`src/core/uncore_event_pkg.sv`:
```
// Shared constants for the uncore home and memory-controller event selection logic.
package uncore_event_pkg;

    // ==========================================================
    // Event codes
    localparam logic [7:0] EV_HOME_OCC = 8'h23;
    localparam logic [7:0] EV_CONFLICT_PEAK = 8'h24;
    localparam logic [7:0] EV_CONFLICT_CYC = 8'h25;
    localparam logic [7:0] EV_BYPASS = 8'h26;
    localparam logic [7:0] EV_NORM_FULL = 8'h27;
    localparam logic [7:0] EV_ISOC_FULL = 8'h28;
    localparam logic [7:0] EV_PENDING = 8'h29;
    localparam logic [7:0] EV_NORM_OCC = 8'h2a;
    localparam logic [7:0] EV_ISOC_OCC = 8'h2b;

    // ==========================================================
    // Unit masks: read or source select for units 0..2, write select, all channels
    localparam logic [7:0] UM_RD0 = 8'h01;
    localparam logic [7:0] UM_WR0 = 8'h08;
    localparam logic [7:0] UM_ALL = 8'h07;
    localparam logic [7:0] UM_PEAK2 = 8'h02;
    localparam logic [7:0] UM_PEAK3 = 8'h04;

    // ==========================================================
    // Widths, depths and reset values
    localparam int NUM_UNITS = 3;
    localparam int OCC_W = 6;
    localparam int INC_W = 8;
    localparam int CT_ENTRIES = 8;
    localparam int CT_IDX_W = 3;
    localparam logic [INC_W-1:0] INC_RESET = 8'h00;
    localparam logic [INC_W-1:0] INC_ONE = 8'h01;

    // ==========================================================
    // Conflict tracking table
    localparam logic [1:0] CT_MAX_GROUP = 2'h3;
    localparam logic [1:0] CT_PEAK_2 = 2'h2;
    localparam logic [1:0] CT_PEAK_3 = 2'h3;
    localparam logic [1:0] CT_FIRST = 2'h1;
    localparam logic [1:0] SRC_IO_HUB = 2'h0;
    localparam logic [1:0] SRC_REMOTE = 2'h1;
    localparam logic [1:0] SRC_LOCAL = 2'h2;

endpackage

```
`src/core/uncore_event_select.sv`:
```
// Event selection and increment generation for the home logic and memory controller.
`timescale 1ns/1ps
module uncore_event_select
    import uncore_event_pkg::*;
(
    // Clock and reset
    input wire logic ref_clk,
    input wire logic nrst,
    // Event selection
    input wire logic [7:0] event_code,
    input wire logic [7:0] unit_mask,
    // Home tracker read occupancy, io-hub / remote / local
    input wire logic [NUM_UNITS-1:0][OCC_W-1:0] home_tracker_read_occupancy,
    // Conflict tracking table updates
    input wire logic join_valid,
    input wire logic [CT_IDX_W-1:0] join_idx,
    input wire logic [1:0] join_src,
    input wire logic release_valid,
    input wire logic [CT_IDX_W-1:0] release_idx,
    // Bypass requests to the memory controller
    input wire logic bypass_valid,
    input wire logic bypass_is_local,
    input wire logic bypass_is_read,
    // Memory controller channel status
    input wire logic [NUM_UNITS-1:0] normal_full_read,
    input wire logic [NUM_UNITS-1:0] normal_full_write,
    input wire logic [NUM_UNITS-1:0] isoch_full_read,
    input wire logic [NUM_UNITS-1:0] isoch_full_write,
    input wire logic [NUM_UNITS-1:0] pending_read,
    input wire logic [NUM_UNITS-1:0] pending_write,
    input wire logic [NUM_UNITS-1:0][OCC_W-1:0] normal_read_occupancy,
    input wire logic [NUM_UNITS-1:0][OCC_W-1:0] isoch_read_occupancy,
    // Results
    output logic [INC_W-1:0] increment,
    output logic bypass_taken,
    output logic bypass_refused,
    output logic join_refused
);

    typedef struct packed {
        logic [INC_W-1:0] increment;
        logic bypass_taken;
        logic bypass_refused;
        logic join_refused;
    } state_t;

    state_t st;
    state_t next_st;

    logic ct_join_refused;
    logic ct_release_strobe;
    logic [1:0] ct_release_peak;
    logic [NUM_UNITS-1:0] tracker_conflict_cycles;

    // ==========================================================
    // Conflict tracking table
    conflict_tracking_table u_conflict_tracking_table (
        .ref_clk(ref_clk),
        .nrst(nrst),
        .join_valid(join_valid),
        .join_idx(join_idx),
        .join_src(join_src),
        .release_valid(release_valid),
        .release_idx(release_idx),
        .join_refused(ct_join_refused),
        .release_strobe(ct_release_strobe),
        .release_peak(ct_release_peak),
        .conflict_active(tracker_conflict_cycles)
    );

    // ==========================================================
    // Per-unit selection terms
    logic [NUM_UNITS-1:0] rd_sel;
    logic [NUM_UNITS-1:0] wr_sel;
    logic [NUM_UNITS-1:0] isoch_sel;
    logic [NUM_UNITS-1:0][INC_W-1:0] home_occ_term;
    logic [NUM_UNITS-1:0][INC_W-1:0] normal_occ_term;
    logic [NUM_UNITS-1:0][INC_W-1:0] isoch_occ_term;
    logic [NUM_UNITS-1:0] conflict_term;
    logic [NUM_UNITS-1:0] normal_full_term;
    logic [NUM_UNITS-1:0] isoch_full_term;
    logic [NUM_UNITS-1:0] pending_term;

    for (genvar u = 0; u < NUM_UNITS; u++) begin : g_unit
        // Only exact single-bit masks are listed, plus UM_ALL for isochronous occupancy; other combined masks select nothing.
        assign rd_sel[u] = unit_mask == (UM_RD0 << u);
        assign wr_sel[u] = unit_mask == (UM_WR0 << u);
        assign isoch_sel[u] = rd_sel[u] || unit_mask == UM_ALL;
        assign home_occ_term[u] = rd_sel[u]
            ? INC_W'(home_tracker_read_occupancy[u]) : INC_RESET;
        assign normal_occ_term[u] = rd_sel[u]
            ? INC_W'(normal_read_occupancy[u]) : INC_RESET;
        assign isoch_occ_term[u] = isoch_sel[u]
            ? INC_W'(isoch_read_occupancy[u]) : INC_RESET;
        assign conflict_term[u] = rd_sel[u] && tracker_conflict_cycles[u];
        assign normal_full_term[u] = (rd_sel[u] && normal_full_read[u])
            || (wr_sel[u] && normal_full_write[u]);
        assign isoch_full_term[u] = (rd_sel[u] && isoch_full_read[u])
            || (wr_sel[u] && isoch_full_write[u]);
        assign pending_term[u] = (rd_sel[u] && pending_read[u])
            || (wr_sel[u] && pending_write[u]);
    end

    // ==========================================================
    // Bypass legality
    // A remote write that claims the bypass path is reported, never counted.
    logic bypass_legal;
    assign bypass_legal = bypass_is_local || bypass_is_read;

    // ==========================================================
    // Increment selection
    // Every source is sampled once per uncore clock, so the counter sees one
    // increment per cycle and a full-width sum never wraps.
    always_comb begin
        next_st = st;
        next_st.increment = INC_RESET;
        next_st.bypass_taken = bypass_valid && bypass_legal;
        next_st.bypass_refused = bypass_valid && !bypass_legal;
        next_st.join_refused = ct_join_refused;
        case (event_code)
            EV_HOME_OCC: begin
                next_st.increment = home_occ_term[0] + home_occ_term[1]
                    + home_occ_term[2];
            end
            EV_CONFLICT_PEAK: begin
                if (ct_release_strobe && ((unit_mask == UM_PEAK2 && ct_release_peak == CT_PEAK_2)
                    || (unit_mask == UM_PEAK3 && ct_release_peak == CT_PEAK_3))) begin
                    next_st.increment = INC_ONE;
                end
            end
            EV_CONFLICT_CYC: begin
                if (|conflict_term) begin
                    next_st.increment = INC_ONE;
                end
            end
            EV_BYPASS: begin
                if (unit_mask == UM_RD0 && bypass_valid && bypass_legal) begin
                    next_st.increment = INC_ONE;
                end
            end
            EV_NORM_FULL: begin
                if (|normal_full_term) begin
                    next_st.increment = INC_ONE;
                end
            end
            EV_ISOC_FULL: begin
                if (|isoch_full_term) begin
                    next_st.increment = INC_ONE;
                end
            end
            EV_PENDING: begin
                if (|pending_term) begin
                    next_st.increment = INC_ONE;
                end
            end
            EV_NORM_OCC: begin
                next_st.increment = normal_occ_term[0] + normal_occ_term[1]
                    + normal_occ_term[2];
            end
            EV_ISOC_OCC: begin
                next_st.increment = isoch_occ_term[0] + isoch_occ_term[1]
                    + isoch_occ_term[2];
            end
            default: begin
                next_st.increment = INC_RESET;
            end
        endcase
    end

    // ==========================================================
    // State register
    // The block runs only on the uncore clock, so every cycle event is in its periods.
    always_ff @(posedge ref_clk or negedge nrst) begin
        if (!nrst) begin
            st <= '0;
        end else begin
            st <= next_st;
        end
    end

    assign increment = st.increment;
    assign bypass_taken = st.bypass_taken;
    assign bypass_refused = st.bypass_refused;
    assign join_refused = st.join_refused;
endmodule

```
`src/core/conflict_tracking_table.sv`:
```
// Conflict tracking table: groups of conflicting tracker requests and their peak sizes.
`timescale 1ns/1ps
module conflict_tracking_table
    import uncore_event_pkg::*;
(
    // Clock and reset
    input wire logic ref_clk,
    input wire logic nrst,
    // Request joining a conflict group
    input wire logic join_valid,
    input wire logic [CT_IDX_W-1:0] join_idx,
    input wire logic [1:0] join_src,
    // Group release
    input wire logic release_valid,
    input wire logic [CT_IDX_W-1:0] release_idx,
    // Results
    output logic join_refused,
    output logic release_strobe,
    output logic [1:0] release_peak,
    output logic [NUM_UNITS-1:0] conflict_active
);

    typedef struct packed {
        logic valid;
        logic [1:0] src;
        logic [1:0] count;
    } entry_t;

    typedef struct packed {
        entry_t [CT_ENTRIES-1:0] ent;
    } table_t;

    table_t st;
    table_t next_st;

    // ==========================================================
    // Next state
    // Members never leave a group early, so the live count is also the peak.
    always_comb begin
        next_st = st;
        join_refused = 1'b0;
        release_strobe = 1'b0;
        release_peak = 2'h0;
        if (release_valid && st.ent[release_idx].valid) begin
            release_strobe = 1'b1;
            release_peak = st.ent[release_idx].count;
            next_st.ent[release_idx] = '0;
        end
        if (join_valid) begin
            if (release_valid && release_idx == join_idx) begin
                join_refused = 1'b1;
            end else if (!st.ent[join_idx].valid) begin
                next_st.ent[join_idx] = '{valid: 1'b1, src: join_src, count: CT_FIRST};
            end else if (st.ent[join_idx].count == CT_MAX_GROUP) begin
                join_refused = 1'b1;
            end else begin
                next_st.ent[join_idx].count = st.ent[join_idx].count + 2'h1;
            end
        end
    end

    // ==========================================================
    // Per-tracker conflict presence
    for (genvar u = 0; u < NUM_UNITS; u++) begin : g_unit
        logic [CT_ENTRIES-1:0] hit;
        for (genvar e = 0; e < CT_ENTRIES; e++) begin : g_ent
            assign hit[e] = st.ent[e].valid && st.ent[e].src == 2'(u)
                && st.ent[e].count >= CT_PEAK_2;
        end
        assign conflict_active[u] = |hit;
    end

    always_ff @(posedge ref_clk or negedge nrst) begin
        if (!nrst) begin
            st <= '0;
        end else begin
            st <= next_st;
        end
    end
endmodule

```
`config.mk`:
```
export PLATFORM = sky130hd
export DESIGN_NAME = uncore_event_select
export DESIGN_NICKNAME = d
export VERILOG_FILES = /design/src/core/uncore_event_pkg.sv /design/src/core/uncore_event_select.sv /design/src/core/conflict_tracking_table.sv
export SDC_FILE = /design/constraint.sdc
export NUM_CORES = 1
export LEC_CHECK = 0
export ABC_AREA = 0
export ABC_CLOCK_PERIOD_IN_PS = 5800
export BUFFER_PORTS_ARGS = -buffer_cell sky130_fd_sc_hd__buf_2
export CORE_ASPECT_RATIO = 1.4
export CORE_MARGIN = 5
export CORE_UTILIZATION = 30
export CTS_BUF_LIST = sky130_fd_sc_hd__clkbuf_8
export CTS_CLUSTER_SIZE = 25
export DETAILED_ROUTE_END_ITERATION = 6
export GPL_TIMING_DRIVEN = 0
export HOLD_SLACK_MARGIN = 0.02
export PLACE_DENSITY = 0.61
export SLEW_MARGIN = 10
export SYNTH_ARGS = -nofsm -noshare
export SYNTH_HDL_FRONTEND = slang
export SYNTH_SLANG_ARGS = --single-unit
```
`constraint.sdc`:
```
create_clock -name ref_clk -period 5.8 [get_ports ref_clk]
set_clock_uncertainty 0.05 [all_clocks]
set_input_delay 0.58 -clock ref_clk [delete_from_list [all_inputs] [get_ports ref_clk]]
set_output_delay 0.58 -clock ref_clk [all_outputs]
set_load 0.02 [all_outputs]
```
Word-level counts from Yosys, hierarchy flattened
Cells that the tools add are included.
- flip-flop bits (word level): 51
- output and inout bits: 11
- logic and storage cells: 234
- add/subtract/negate cells: 7
- magnitude comparators: 12
- equal/unequal tests: 36
- mux-type cells: 39
- bitwise gates (word level): 2
- reductions and logical operators: 110
- operators by type and width (operator ; count):
    2-to-1 mux 40 bit ; 5
    bitwise mux 40 bit ; 2
    == test 8 x 6 -> 1 bit, second input constant ; 10
    logical AND 1 bit ; 80
    case mux 8 bit (9 select lines) ; 1
    2-to-1 mux 6 bit ; 9
    demux 5 bit (select 3 bit) ; 3
    bitwise AND 40 bit ; 1
    NOT 40 bit ; 1
    binary-select mux 5 bit (select 3 bit) ; 2
    adder 7 x 6 -> 8 bit ; 3
    OR reduction 8 bit ; 3
    == test 2 bit, second input constant ; 11
    adder 6 x 6 -> 7 bit ; 3
    2-to-1 mux 5 bit ; 4
    == test 2 x 1 -> 1 bit, second input constant ; 8
    == test 8 x 3 -> 1 bit, second input constant ; 2
    >= comparator 2 bit, second input constant ; 8
    zero test 2 bit ; 8
    logical OR 1 bit ; 14
    OR reduction 3 bit ; 4
    2-to-1 mux 1 bit ; 11
    == test 8 x 1 -> 1 bit, second input constant ; 1
    == test 8 x 2 -> 1 bit, second input constant ; 1
    8 further kinds ; 11

Logic depth before layout (Yosys ltp)
- word-level depth: 12
- gate-level depth with buffers: 16
- gate-level depth less buffers: 15

Hierarchy
Synthesis repeated with hierarchy kept, for this count alone.
- cell total of the unflattened synthesis: 531
- area, all modules: 4670.7 um^2
- by module, submodules not included (module ; instances ; cells each ; area an instance (um^2) ; seq. area each (um^2)):
    conflict_tracking_table ; 1 ; 259 ; 2497.4 ; 1001.0
    uncore_event_select ; 1 ; 272 ; 2173.3 ; 275.3

Worst setup path before layout
Ideal clock, no wire load.
- path type: input to register
- from: in unit_mask[5]
- to: reg st, in the netlist increment[7]
- setup time: 0.126 ns
- data arrival time: 3.628 ns
- required time: 5.624 ns
- slack: 1.996 ns
- stages on the path: 15
- path buffers: 2
- cells stage by stage: nor4_4 -> and3_1 -> clkbuf_1 -> clkbuf_1 -> nand2_1 -> fa_1 -> inv_1 -> ha_1 -> fa_1 -> a21o_1 -> a21oi_1 -> nor2b_1 -> o211ai_1 -> a21o_1 -> o31ai_1
- RTL lines (what ; RTL line ; text):
    start: declaration ; uncore_event_select.sv:11 ; input wire logic [7:0] unit_mask,
    end signal: assignment ; uncore_event_select.sv:177 ; st <= next_st;
    end: declaration ; uncore_event_select.sv:47 ; state_t st;

==> flow_summary.yaml <==
synth:
  avgSynthCellArea_sq_um: 8.503
  synth_commonest_cells: "nand2_1 (112), dfrtp_1 (51), inv_1 (29)"
  yosysWarnings: 0
  synth-seq-cells: 51
  synth_area_leaders: "dfrtp_1 (28%), fa_1 (9.1%), nand2_1 (9.1%)"
  synth-adder-area-share_pct: 13.42
  synth_top_area_share_pct: 27.59
  seq_area_frac_synth_pct: 27.59
  muxShareOfSynthArea_pct: 5.464
  synth-main-ff-cell: "dfrtp_1"
  synth_xor_area_share_pct: 3.219
  netlist_area_sq_um: 4626
  synth-simple-area-share_pct: 29.46
  synth_top_cell_by_area: "dfrtp_1"
  synth_async_sr_flop_share_pct: 100.0
  yosysMostFrequentCell: "nand2_1"
  synthCells: 544
  synth-edff-count: 0
  yosysUniqueCellTypes: 64
  synth-compound-area-share_pct: 15.90
  synth_top_family_by_area: "simple AND/OR/NAND/NOR gates"
  syn_nets: 684
clocking:
  postCtsSetupBuffers: 0
  cts_tree: "yes"
  worstSkewPairLatency_ps: 320
  cts_resized: 0
  ctsHtreeMaxLevel: 2
  path_clk_slew_ps: 100
  cts-root-buf: "clkbuf_8"
  hold_buffers: 0
  clockBufferDepth: 2
  cts_buffers: 5
  clkSinkCount: 51
timing:
  setup_tns_ps: 0
  setup_violations: 0
  post-route-period-util_pct: 74.18
  relSlewSlack_pct: 52.43
  fin_crit_ps: 4302
  worstMarginPinSlew_ps: 713.6
  rsz0062_at_grt: "no"
  slew_viol_final: 0
  fmax_ghz: 0.2324
  finalHoldViolCount: 0
power_and_ir_drop:
  fin_total_pwr_w: 0.001443
  seq_power_share_pct: 47.9
  p_leak_nw: 2.574
  p_sw_w: 0.0005784
  ir_drop_mv: 0.1115
  p_sw_share_pct: 40.10
  comb_power_share_pct: 34.0
  p_int_w: 0.0008642
  p_clk_share_pct: 18.1
  power.density_nw_per_um2: 262.0
setup_path:
  endpoint_kind: "flip-flop"
  rrSetupSlack_ps: 3090
  arrival_ps: 4460
  crit_type: "primary input to flip-flop"
  r2r_end: "u_conflict_tracking_table.st[0]"
  cp_max_fo: 10
  startpoint_type: "primary input"
  reg2reg_from: "u_conflict_tracking_table.st[20]"
  required_ps: 5960
  startpoint: "unit_mask[5]"
  reg2reg_depth: 7
die:
  start_util_pct: 30.59
  pin_count: 114
  coreArea_sq_um: 15120
  rows: 53
  chipHeight_microns: 156.9
  dieArea_sq_um: 18040
  die_x_microns: 114.9
finish:
  nets: 796
  final_cells: 849
  drive_above_1_share_pct: 21.00
  regArea_sq_um: 1276
  final_area_sq_um: 5507
  antenna_cells: 0
  fillers: 1577
  multi_input_area_sq_um: 3120
  area_delta_synth_final_pct: 19.04
min_path:
  min_path_type: "primary input to async pin"
global_routing:
  antenna_found_initial: 0
  first_global_vias: 4577
  grt_usage_pct: 16.16
  grt_max_degree: 52
  grt-ovfl-total: 0
  grt_pass1_wl_mm: 23.09
route:
  ant_nets: 0
  drtIter0Drc: 264
  via_per_inst: 5.225
  wl_per_cell_microns: 16.96
  drc: 0
  first_pass_iters: 5
  route.vias.total: 4436
  wirelength_mm: 14.40
place:
  dp_cells: 841
  port_buffers: 105
  placed_area_sq_um: 5394
  gp_congestion: 0.9124
  hpwl_mm: 11.68
run:
  maxCapViolCount: 0
status:
  outcome: "complete, no violations"
## flip-flops by register name (all words and copies together), names as in the netlist
| register | count |
|---|---|
| u_conflict_tracking_table.st | 40 |
| increment | 8 |
| bypass_refused | 1 |
| bypass_taken | 1 |
| join_refused | 1 |
## how the worst max path moves through the flow
stage,endpoint,depth (start not counted)
2_1_floorplan,increment[7],15
5_1_grt,increment[7],16
3_3_place_gp,increment[7],16
6_report,increment[7],16
3_5_place_dp,increment[7],16
4_1_cts,increment[7],16
## worst max-delay path, cell delays in order
cell      delay [ps]
buf_2            140
nor4_4           390
and3_1           210
clkbuf_1         400
clkbuf_1         460
nand2_1          140
fa_1             520
inv_1             40
ha_1             220
fa_1             400
a21o_1           190
a21oi_1          210
nor2b_1           80
o211ai_1         190
a21o_1           190
o31ai_1           90
## power by group through the flow
| stage | Combinational, W | Sequential (W) | Clock (W) |
|---|---|---|---|
| global placement | 0.000478 | 0.000691 | 0 |
| global route | 0.000545 | 0.000716 | 0.000284 |
| floorplan | 0.000358 | 0.000613 | 0 |
| finish | 0.000490 | 0.000692 | 0.000261 |
| CTS | 0.000490 | 0.000688 | 0.000272 |
| detailed placement | 0.000487 | 0.000696 | 0 |
## metrics by stage
| stage | setup WS [ps] | hold slack (ps) | utilization (%) |
|---|---|---|---|
| floorplan | 1996 | 234.4 | - |
| global placement | 1103 | 481.7 | 35.66 |
| detailed placement | 1140 | 480.5 | 35.68 |
| CTS | 1489 | 278.2 | 36.42 |
| global route | 1185 | 299.8 | 36.42 |
| finish | 1498 | 252.2 | 36.42 |
## cells by family (layout without fill, tap and decap cells)
logic type / Yosys count / count (layout)
simple gates: 256 / 256
compound gates: 110 / 110
buf+inv: 58 / 171
flops: 51 / 51
fa+ha+maj: 37 / 37
xor+xnor: 17 / 17
mux: 15 / 15
## metal layers
layer	vias up	wire [microns]	track usage [%]
met3	20	1028	3.115
met5	-	0	0
met4	0	368	5.089
met1	2127	5425	17.80
li1	2156	-	-
met2	133	7580	30.71
## cell usage in the layout (no fill, tap or decap), types with 7 or more instances in the layout
master,count
ha_1,16
nand4b_1,20
a211oi_1,7
and3_1,13
inv_1,29
nand2_1,112
nor4_1,9
clkbuf_1,21
nor2b_1,11
dfrtp_1,51
o21ai_1,16
nor2_1,24
buf_2,108
a21oi_1,17
nand3_1,12
mux4_2,8
and2_1,11
fa_1,21
xnor2_1,12
o21ai_0,14
a21o_1,15
## cell type report
| class | instances | area share (%) |
|---|---|---|
| clock buffer | 5 | 1.250 |
| tap | 192 | 4.363 |
| buffer | 29 | 2.181 |
| inverter | 29 | 1.977 |
| clock inverter | 3 | 0.7953 |
| timing repair buffer | 105 | 9.589 |
| sequential | 51 | 23.18 |
| multi-input combinational | 435 | 56.67 |
No activity file was read; power rests on OpenSTA's default activity.
